==> config.mk <==
export PLATFORM = sky130hd
export DESIGN_NAME = mss_seq_top
export DESIGN_NICKNAME = d
export VERILOG_FILES = /design/src/mss_pkg.sv /design/src/mss_msg_if.sv /design/src/mss_seq_top.sv /design/src/mss_msg_tx.sv /design/src/mss_crc32.sv
export SDC_FILE = /design/constraint.sdc
export NUM_CORES = 1
export LEC_CHECK = 0
export BUFFER_PORTS_ARGS = -buffer_cell sky130_fd_sc_hd__buf_2
export CAP_MARGIN = 25
export CELL_PAD_IN_SITES_DETAIL_PLACEMENT = 1
export CELL_PAD_IN_SITES_GLOBAL_PLACEMENT = 1
export CORE_UTILIZATION = 45
export DETAILED_ROUTE_END_ITERATION = 7
export PLACE_DENSITY_LB_ADDON = 0.2
export SYNTH_ARGS = -nofsm -noshare
export SYNTH_HDL_FRONTEND = slang
export SYNTH_SLANG_ARGS = --single-unit
==> constraint.sdc <==
create_clock -name ref_clk -period 5.9 [get_ports ref_clk]
set_input_delay 0.295 -clock ref_clk [delete_from_list [all_inputs] [get_ports ref_clk]]
set_output_delay 0.295 -clock ref_clk [all_outputs]
set_load 0.02 [all_outputs]
==> src/mss_pkg.sv <==
// Purpose: Shared constants and types for the start-up and hibernate sequencer.
// Assumes: 250 MHz ref_clk, synchronous active-high reset.
// Notes:   Times are given in their own unit; cycle counts derive from them.
package mss_pkg;
    // ********
    // Clock and timing
    // ********
    localparam int unsigned CLK_HZ      = 250_000_000;
    localparam int unsigned RST_MIN_NS  = 1000;
    localparam int unsigned SD_MIN_MS   = 10;
    localparam int unsigned SD_MAX_MS   = 900;
    localparam int unsigned RST_MIN_CYC = (RST_MIN_NS * (CLK_HZ / 1_000_000) + 999) / 1000;
    localparam int unsigned SD_MIN_CYC  = SD_MIN_MS * (CLK_HZ / 1000);
    localparam int unsigned SD_MAX_CYC  = SD_MAX_MS * (CLK_HZ / 1000);

    // ********
    // Host port, commands and defaults
    // ********
    typedef enum logic [1:0] {PORT_UART, PORT_SPI, PORT_I2C} mss_port_t;
    typedef enum logic [1:0] {CMD_NMEA_SHUTDOWN, CMD_NMEA_PORT_SETUP, CMD_BINARY} mss_cmd_t;
    localparam logic [17:0] BAUD_DEFAULT    = 18'h0_12C0;  // 4800 bps
    localparam logic [3:0]  CONSTEL_DEFAULT = 4'h3;        // GPS + GLONASS
    localparam logic [7:0]  MID_SHUTDOWN    = 8'h00CD;     // 205
    localparam logic [7:0]  MID_CONSTEL     = 8'h00DE;     // 222
    localparam logic [7:0]  SUB_CONSTEL     = 8'h0010;     // 16
    localparam int unsigned ARG_PORT_LSB    = 18;
    localparam int unsigned ARG_BAUD_LSB    = 0;

    // ********
    // Link-state message text and integrity check
    // ********
    localparam int unsigned MSG_LEN      = 15;
    localparam logic [119:0] MSG_TEXT    = 120'h24_5053_5246_3135_302C_302A_3346_0D0A; // Value zero
    localparam logic [3:0]  MSG_IDX_VAL  = 4'h9;
    localparam logic [3:0]  MSG_IDX_CKS  = 4'hC;
    localparam logic [7:0]  CHR_ONE      = 8'h0031;
    localparam logic [7:0]  CHR_E        = 8'h0045;
    localparam logic [31:0] CRC_POLY     = 32'hEDB8_8320;
    localparam logic [31:0] CRC_INIT     = 32'hFFFF_FFFF;
endpackage : mss_pkg

==> src/mss_msg_if.sv <==
// Purpose: Carrier between the sequencer and its message sender.
// Assumes: One clock shared by both ends.
// Notes:   Byte stream uses valid/ready; start is a one-cycle pulse.
`timescale 1ns/1ns
interface mss_msg_if;
    logic       start;
    logic       on_value;
    logic       busy;
    logic       done;
    logic [7:0] data;
    logic       valid;
    logic       ready;

    // Sender drives the stream, controller drives the request
    modport sender (input start, input on_value, input ready,
                    output busy, output done, output data, output valid);
    modport ctrl   (output start, output on_value, output ready,
                    input busy, input done, input data, input valid);
endinterface : mss_msg_if

==> src/mss_seq_top.sv <==
// Purpose: Start-up, ready notice, shutdown and hibernate sequencing.
// Assumes: All pad inputs synchronous to ref_clk; rst is the power cycle.
// Notes:   Shutdown timing bounds are parameters so a bench can shorten them.
//
// Contract
// - Enter reset at power-up; stay there while the reset pad is low.
// - Do not leave reset until the real-time oscillator reports ready.
// - With oscillator ready and pad high, go on and raise wake.
// - After initialization send link-state message one as the first message.
// - UART host port runs at 4800 bps by default.
// - On I2C send only when the bus is free or granted.
// - Toggle pin high enters hibernate; a later low returns full power.
// - After command shutdown, only a toggle pulse returns full power.
// - In hibernate all serial commands are ignored.
// - Shutdown takes between 10 ms and 900 ms; the code holds the 10 ms floor, but past 900 ms it only raises shutdown_late.
// - Stay in full power until the transmit queue has drained.
// - Last message before hibernate is link-state message zero.
// - Command settings are volatile and revert on power cycle.
// - Without straps the host port is SPI with NMEA format.
// - A port setup sentence changes host protocol and baud rate.
// - Binary message 222 sub 16 selects the satellite constellations.
// - Stored elements are checked by CRC-32 to detect corruption.
// - Wake is low in hibernate, high in full power.
`timescale 1ns/1ns
module mss_seq_top
    import mss_pkg::*;
#(
    parameter int unsigned SD_MIN = SD_MIN_CYC,
    parameter int unsigned SD_MAX = SD_MAX_CYC
)
(
    // Clock and reset
    input  wire logic        ref_clk,
    input  wire logic        rst,
    // Power and reset pads
    input  wire logic        reset_pad_n,
    input  wire logic        rtc_ready,
    input  wire logic        power_toggle,
    output logic             wake_out,
    output logic             hibernate,
    output logic             shutdown_late,
    // Handshake pad straps
    input  wire logic        cts_level,
    input  wire logic        rts_level,
    // Firmware status
    input  wire logic        init_done,
    // Decoded host commands
    input  wire logic        cmd_valid,
    input  wire mss_cmd_t    cmd_kind,
    input  wire logic [7:0]  cmd_mid,
    input  wire logic [7:0]  cmd_sub,
    input  wire logic [19:0] cmd_arg,
    // Pending application messages (transmit queue head)
    input  wire logic [7:0]  app_data,
    input  wire logic        app_valid,
    output logic             app_ready,
    // Host port byte stream
    output logic [7:0]       host_tx_data,
    output logic             host_tx_valid,
    input  wire logic        host_tx_ready,
    input  wire logic        i2c_bus_grant,
    // Active settings
    output mss_port_t        host_port,
    output logic [17:0]      host_baud,
    output logic [3:0]       constel_mask,
    // Stored element integrity
    input  wire logic [7:0]  chk_data,
    input  wire logic        chk_valid,
    input  wire logic        chk_first,
    input  wire logic        chk_last,
    input  wire logic [31:0] chk_expect,
    output logic             chk_pass,
    output logic             integrity_fail
);
    // ********
    // State and storage
    // ********
    typedef enum logic [2:0] {
        ST_RESET, ST_INIT, ST_NOTICE, ST_RUN,
        ST_SD_DRAIN, ST_SD_FINAL, ST_SD_HOLD, ST_HIBERNATE
    } mss_state_t;

    typedef struct packed {
        mss_state_t  st;
        logic [7:0]  rst_cnt;
        logic [27:0] sd_cnt;
        logic        sd_by_cmd;
        logic        tog_q;
        logic        pulse_seen;
        logic        late;
        logic        msg_start;
        logic        msg_on;
        logic        fail;
        mss_port_t   port;
        logic [17:0] baud;
        logic [3:0]  constel;
    } mss_seq_st_t;

    mss_seq_st_t q, d;
    mss_msg_if   msg ();
    logic        crc_fail;
    logic        gate;
    logic        msg_phase;
    logic        app_phase;
    logic        cmd_ok;

    // ********
    // Message sender and integrity checker
    // ********
    mss_msg_tx u_msg (
        .ref_clk (ref_clk),
        .rst     (rst),
        .m       (msg)
    );

    mss_crc32 u_crc (
        .ref_clk    (ref_clk),
        .rst        (rst),
        .data       (chk_data),
        .valid      (chk_valid),
        .first      (chk_first),
        .last       (chk_last),
        .expect_crc (chk_expect),
        .pass       (chk_pass),
        .fail       (crc_fail)
    );

    // ********
    // Host stream arbitration
    // ********
    // wait for I2C grant
    assign gate      = (q.port != PORT_I2C) || i2c_bus_grant;
    assign msg_phase = msg.busy;
    // Queue only flows once the notice is out, and never after final message starts
    assign app_phase = !msg.busy && (q.st == ST_RUN || q.st == ST_SD_DRAIN);

    assign msg.start    = q.msg_start;
    assign msg.on_value = q.msg_on;
    assign msg.ready    = host_tx_ready && gate;

    always_comb begin
        host_tx_data  = msg_phase ? msg.data : app_data;
        host_tx_valid = gate && (msg_phase ? msg.valid : (app_phase && app_valid));
        app_ready     = gate && app_phase && host_tx_ready;
    end

    // commands only in full power run
    assign cmd_ok = cmd_valid && (q.st == ST_RUN);

    // ********
    // Sequencer next state
    // ********
    always_comb begin
        d           = q;
        d.msg_start = 1'b0;
        d.tog_q     = power_toggle;
        // Sticky once any stored element fails its check
        if (crc_fail) d.fail = 1'b1;

        // pad low must last the least pulse before it counts
        if (!reset_pad_n) begin
            if (q.rst_cnt != 8'(RST_MIN_CYC)) d.rst_cnt = q.rst_cnt + 8'h01;
        end else begin
            d.rst_cnt = 8'h00;
        end

        // Shutdown timer runs from the request until hibernate
        if (q.st == ST_SD_DRAIN || q.st == ST_SD_FINAL || q.st == ST_SD_HOLD) begin
            if (q.sd_cnt != 28'(SD_MAX)) d.sd_cnt = q.sd_cnt + 28'h000_0001;
            // overrun of the upper bound is flagged
            if (q.sd_cnt == 28'(SD_MAX - 1)) d.late = 1'b1;
        end

        unique case (q.st)
            // hold in reset while pad low
            ST_RESET: begin
                if (reset_pad_n && rtc_ready) begin
                    d.st = ST_INIT;
                    if (cts_level && rts_level)        d.port = PORT_UART;
                    else if (!cts_level && !rts_level) d.port = PORT_I2C;
                    else                               d.port = PORT_SPI;
                end
            end
            ST_INIT: begin
                if (init_done) begin
                    d.st        = ST_NOTICE;
                    d.msg_start = 1'b1;
                    d.msg_on    = 1'b1;
                end
            end
            ST_NOTICE: begin
                if (msg.done) d.st = ST_RUN;
            end
            ST_RUN: begin
                if (power_toggle) begin
                    d.st        = ST_SD_DRAIN;
                    d.sd_by_cmd = 1'b0;
                    d.sd_cnt    = 28'h000_0000;
                end else if (cmd_ok) begin
                    unique case (cmd_kind)
                        CMD_NMEA_SHUTDOWN: begin
                            d.st        = ST_SD_DRAIN;
                            d.sd_by_cmd = 1'b1;
                            d.sd_cnt    = 28'h000_0000;
                        end
                        CMD_NMEA_PORT_SETUP: begin
                            if (cmd_arg[ARG_PORT_LSB +: 2] != 2'b11)
                                d.port = mss_port_t'(cmd_arg[ARG_PORT_LSB +: 2]);
                            d.baud = cmd_arg[ARG_BAUD_LSB +: 18];
                        end
                        CMD_BINARY: begin
                            if (cmd_mid == MID_SHUTDOWN) begin
                                d.st        = ST_SD_DRAIN;
                                d.sd_by_cmd = 1'b1;
                                d.sd_cnt    = 28'h000_0000;
                            end else if (cmd_mid == MID_CONSTEL && cmd_sub == SUB_CONSTEL) begin
                                d.constel = cmd_arg[3:0];
                            end
                        end
                        default: ;
                    endcase
                end
            end
            ST_SD_DRAIN: begin
                if (!app_valid) begin
                    d.st        = ST_SD_FINAL;
                    d.msg_start = 1'b1;
                    d.msg_on    = 1'b0;
                end
            end
            ST_SD_FINAL: begin
                if (msg.done) d.st = ST_SD_HOLD;
            end
            // wake drops only after final message
            ST_SD_HOLD: begin
                if (q.sd_cnt >= 28'(SD_MIN - 1)) begin
                    d.st         = ST_HIBERNATE;
                    d.pulse_seen = 1'b0;
                end
            end
            ST_HIBERNATE: begin
                // low level returns after pin entry
                if (!q.sd_by_cmd) begin
                    if (!power_toggle) d.st = ST_INIT;
                end else begin
                    // rise then fall forms the pulse
                    if (power_toggle && !q.tog_q) d.pulse_seen = 1'b1;
                    if (q.pulse_seen && !power_toggle) d.st = ST_INIT;
                end
            end
        endcase

        // Pad reset overrides everything once the pulse is long enough
        if (d.rst_cnt == 8'(RST_MIN_CYC)) d.st = ST_RESET;
    end

    // ********
    // State register
    // ********
    // power cycle restores defaults
    always_ff @(posedge ref_clk) begin
        if (rst) begin
            q         <= '0;
            q.st      <= ST_RESET;
            q.port    <= PORT_SPI;
            q.baud    <= BAUD_DEFAULT;
            q.constel <= CONSTEL_DEFAULT;
        end else begin
            q <= d;
        end
    end

    // ********
    // Outputs
    // ********
    // wake reflects full power
    assign wake_out       = (q.st != ST_RESET) && (q.st != ST_HIBERNATE);
    assign hibernate      = (q.st == ST_HIBERNATE);
    assign shutdown_late  = q.late;
    assign integrity_fail = q.fail;
    assign host_port      = q.port;
    assign host_baud      = q.baud;
    assign constel_mask   = q.constel;
endmodule : mss_seq_top

==> src/mss_msg_tx.sv <==
// Purpose: Emits the link-state message, value one or zero, byte by byte.
// Assumes: Start only while idle.
// Notes:   Checksum differs only in its last hex digit between the two values.
`timescale 1ns/1ns
module mss_msg_tx
    import mss_pkg::*;
(
    // Clock and reset
    input  wire logic ref_clk,
    input  wire logic rst,
    // Message carrier
    mss_msg_if.sender m
);
    typedef struct packed {
        logic       busy;
        logic       done;
        logic       on_v;
        logic [3:0] idx;
        logic [7:0] data;
    } mss_tx_st_t;

    mss_tx_st_t q, d;

    // Text lookup with the value and checksum patched in
    function automatic logic [7:0] msg_chr(input logic [3:0] idx, input logic on_v);
        logic [7:0] c;
        c = MSG_TEXT[8*(MSG_LEN-1-int'(idx)) +: 8];
        if (on_v && idx == MSG_IDX_VAL) c = CHR_ONE;
        if (on_v && idx == MSG_IDX_CKS) c = CHR_E;
        return c;
    endfunction : msg_chr

    // Next state
    always_comb begin
        d      = q;
        d.done = 1'b0;
        if (!q.busy && m.start) begin
            d.busy = 1'b1;
            d.on_v = m.on_value;
            d.idx  = 4'h0;
            d.data = msg_chr(4'h0, m.on_value);
        end else if (q.busy && m.ready) begin
            if (q.idx == 4'(MSG_LEN-1)) begin
                d.busy = 1'b0;
                d.done = 1'b1;
            end else begin
                d.idx  = q.idx + 4'h1;
                d.data = msg_chr(q.idx + 4'h1, q.on_v);
            end
        end
    end

    // State register
    always_ff @(posedge ref_clk) begin
        if (rst) q <= '0;
        else     q <= d;
    end

    assign m.busy  = q.busy;
    assign m.done  = q.done;
    assign m.data  = q.data;
    assign m.valid = q.busy;
endmodule : mss_msg_tx

==> src/mss_crc32.sv <==
// Purpose: Byte-serial CRC-32 check of one stored data element.
// Assumes: First and last may fall on the same byte.
// Notes:   Result is a one-cycle pulse after the last byte.
`timescale 1ns/1ns
module mss_crc32
    import mss_pkg::*;
(
    // Clock and reset
    input  wire logic        ref_clk,
    input  wire logic        rst,
    // Element stream
    input  wire logic [7:0]  data,
    input  wire logic        valid,
    input  wire logic        first,
    input  wire logic        last,
    input  wire logic [31:0] expect_crc,
    // Result pulses
    output logic             pass,
    output logic             fail
);
    typedef struct packed {
        logic [31:0] crc;
        logic        pass;
        logic        fail;
    } mss_crc_st_t;

    mss_crc_st_t q, d;

    // Reflected polynomial, eight bit steps per byte
    function automatic logic [31:0] crc_byte(input logic [31:0] c, input logic [7:0] b);
        logic [31:0] r;
        r = c ^ {24'h00_0000, b};
        for (int i = 0; i < 8; i++) r = r[0] ? ((r >> 1) ^ CRC_POLY) : (r >> 1);
        return r;
    endfunction : crc_byte

    always_comb begin
        logic [31:0] nc;
        nc     = crc_byte(first ? CRC_INIT : q.crc, data);
        d      = q;
        d.pass = 1'b0;
        d.fail = 1'b0;
        if (valid) begin
            d.crc = nc;
            if (last) begin
                d.pass = (~nc == expect_crc);
                d.fail = (~nc != expect_crc);
            end
        end
    end

    always_ff @(posedge ref_clk) begin
        if (rst) q <= '{crc: CRC_INIT, pass: 1'b0, fail: 1'b0};
        else     q <= d;
    end

    assign pass = q.pass;
    assign fail = q.fail;
endmodule : mss_crc32

==> results.py <==
metrics = {
    "outcome": {
        "run_status": "finished clean",
    },
    "yosys": {
        "synthesized_nets": 1054,
        "synth.cell_area_sq_um": 7835,
        "post_synth_and_or_nand_nor_area_fraction_pct": 24.10,
        "share_of_synthesized_registers_carrying_an_async_set_or_reset_pct": 0,
        "synthAdderAreaFrac_pct": 1.597,
        "synth_compound_gate_area_share_pct": 11.34,
        "synth_mux_area_share_pct": 2.811,
        "synth-edff-count": 0,
        "synth_xor_xnor_area_share_pct": 24.24,
        "post-synth-top-area-cell": "sky130_fd_sc_hd__dfxtp_1",
        "yosysTopAreaCellShare_pct": 30.15,
        "post_synthesis_sequential_area_ratio_pct": 30.15,
        "distinct_cell_type_count_of_the_synthesized_netlist": 69,
        "synth_top_family_by_area": "XOR/XNOR gates",
        "syn_inst": 943,
        "yosys-top-cells-area": "sky130_fd_sc_hd__dfxtp_1, sky130_fd_sc_hd__xnor2_1, sky130_fd_sc_hd__nor2_1",
        "postSynthRegisterBits": 118,
        "syn_area_per_cell_sq_um": 8.309,
        "main_synth_ff_type": "sky130_fd_sc_hd__dfxtp_1",
        "synthesis.yosys.warnings": 0,
    },
    "timing": {
        "totalNegativeSetupSlack_ns": 0,
        "timing_max_transition_violations_final": 0,
        "rsz0062_at_grt": "no",
        "max-slew-margin-rel_pct": 29.98,
        "hold_viol": 0,
        "setup_violations": 0,
        "layout_min_cycle_time_ns": 3.092,
        "final_critical_path_setup_slack_ns": 2.808,
        "post_route_clock_period_utilization_pct": 52.41,
        "max_slew.worst_pin.slew_ns": 1.043,
        "clock.fmax_ghz": 0.3234,
        "finalClockSkew_ns": 0.008375,
    },
    "grt": {
        "maximum_number_of_pins_on_one_net_before_global_route_repair": 75,
        "grt_overflow": 0,
        "track_usage_pct": 26.32,
        "first_global_vias": 6943,
        "grt_first_pass_wirelength_microns": 36750,
        "antenna_found_initial": 0,
    },
    "route": {
        "route.vias.total": 6916,
        "detailed_router_iteration_count_before_antenna_repair": 4,
        "wire_per_inst_microns": 18.08,
        "finalWirelength_microns": 22820,
        "viasPerCell": 5.480,
        "route.detailed.drc": 0,
        "violation_count_after_the_first_detailed_route_iteration": 350,
        "detail-route-antenna-nets": 0,
    },
    "power_and_ir_drop": {
        "p_leak_nw": 3.778,
        "power-per-cell-area_nw_per_um2": 327.5,
        "power.combinational.fraction_pct": 31.3,
        "peakVddDrop_mv": 0.2345,
        "power_switching_share_pct": 33.89,
        "power_frac_clock_pct": 37.1,
        "power.internal_mw": 1.962,
        "part_of_the_power_in_registers_pct": 31.6,
        "switchingPower_mw": 1.006,
    },
    "clocking": {
        "clk_root_buffer_cell": "sky130_fd_sc_hd__clkbuf_16",
        "clk_pin_slew_worst_paths_ns": 0.06,
        "h-tree-depth": 4,
        "post-cts-setup-buffers": 0,
        "cts.repair.resized": 0,
        "clkSinkCount": 118,
        "clock_tree_from_tritoncts": "built",
        "clock_latency_ns": 0.43,
        "ctsLongestPathBuffers": 2,
        "hold_buffers": 0,
        "cts-buffers-inserted": 17,
    },
    "die": {
        "io-pin-count": 140,
        "floorplan.initialDensity_pct": 46.59,
        "placement_rows": 47,
        "die-width_microns": 134.0,
        "dieHeight_microns": 134.0,
        "core_sq_um": 16820,
        "area_enclosed_by_the_die_boundary_sq_um": 17940,
    },
    "placed_design": {
        "post-place-ws_ns": 2.524,
        "hpwl_microns": 16120,
        "place_congestion": 0.8890,
        "port-buffer-count": 139,
    },
    "critical_path": {
        "worstSetupEndpointType": "register",
        "crit_fanout": 9,
        "crit_required_ns": 6.20,
        "timing.setup.critical_path_class": "register to register",
        "crit_arrival_ns": 3.39,
        "crit_path_start_kind": "register",
    },
    "layout": {
        "antennaDiodeCount": 0,
        "finish.net_count": 1140,
        "area_delta_synth_final_pct": 15.65,
        "final_layout_size_suffix_gt1_share_pct": 19.48,
    },
    "min_path": {
        "holdCritPathClass": "input pin to register",
    },
    "run": {
        "drv_cap": 0,
    },
}
-- Yosys cell counts (all sizes together), types with 11 or more instances --
cell type / count
nand2: 93
and3: 11
xor2: 51
xnor3: 22
nand4: 12
inv: 12
buf: 42
mux2i: 13
nor2: 157
clkbuf: 34
a21oi: 50
o21ai: 20
nand3: 27
a211o: 25
dfxtp: 118
nor3: 18
nor2b: 19
xnor2: 95
-- cells by family after synthesis --
logic type	Yosys count
adders and majority gates	10
buffers and inverters	89
DFF	118
and+or+nand+nor	397
AOI/OAI and AO/OA	136
muxes	21
xor gates and xnor gates	172
-- sequential cells by signal, indices dropped and copies added (netlist names), 2 cells and up --
signal	cells
u_crc.q	32
host_port	2
u_msg.m.data	7
u_msg.q	5
q	42
constel_mask	4
host_baud	18
-- worst max-delay path, stage by stage (launching register included) --
cell and delay [ns]:
sky130_fd_sc_hd__dfxtp_1 0.73, sky130_fd_sc_hd__xnor2_1 0.32, sky130_fd_sc_hd__nor2_1 0.11, sky130_fd_sc_hd__xnor2_1 0.48, sky130_fd_sc_hd__xnor3_1 0.34, sky130_fd_sc_hd__nand4_1 0.09
sky130_fd_sc_hd__or4_1 0.52, sky130_fd_sc_hd__nor4_1 0.26, sky130_fd_sc_hd__a21boi_1 0.11
-- final cells by class --
cell class	instances	area (sq um)
Clock buffer	17	425.4
Clock inverter	15	191.4
Fill cell	2110	7757
Inverter	13	48.80
Multi-Input combinational cell	736	5025
Sequential cell	118	2362
Tap cell	220	275.3
Timing Repair Buffer	143	733.2
-- through the flow --
stage	std cells	hold WS, ns	instance area (sq um)	utilization [%]	power (mW)
final	1262	0.08725	9061	53.88	2.967
after CTS	1262	0.07749	9061	53.88	2.980
after global routing	1262	0.08065	9061	53.88	3.100
after detailed placement	1230	0.4434	8444	50.21	1.856
after global placement	1229	0.4406	8429	50.12	1.830
after floorplan	943	0.3906	7835	-	1.635
-- power groups by stage --
stage	clock network [mW]	logic [mW]	registers, mW
2_1_floorplan	0	0.735	0.899
3_3_place_gp	0	0.879	0.951
3_5_place_dp	0	0.903	0.952
4_1_cts	1.12	0.923	0.936
5_1_grt	1.16	0.997	0.945
6_report	1.10	0.929	0.938
-- path summary, 6_finish.rpt --
kind	slack (ns)	to	start	cells past startpoint
max	2.81	u_crc.fail	u_crc.q[4]	8
min	0.09	host_baud[6]	cmd_arg[6]	3
max reg2reg	2.81	u_crc.fail	u_crc.q[4]	8
min reg2reg	0.45	host_baud[2]	host_baud[2]	2
-- cell usage in the layout (no fill, tap or decap), drive strengths merged, types with 7 or more instances in the layout --
cell      n
a211o    25
a21oi    50
and3     11
buf     143
clkbuf   17
dfxtp   118
ha       10
inv      18
mux2      8
mux2i    13
nand2    93
nand3    27
nand3b    7
nand4    12
nor2    157
nor2b    19
nor3     18
o21ai    20
o21bai   10
or2       9
xnor2    95
xnor3    22
xor2     51
-- layer usage --
layer,global-route usage (%),vias to the layer above,share of wire (%)
met1,34.58,3368,46
met3,5.215,37,4.5
met5,0,-,0
met4,9.722,0,2.1
met2,42.63,170,48
li1,-,3341,-
No activity file was read; power rests on OpenSTA's default activity.
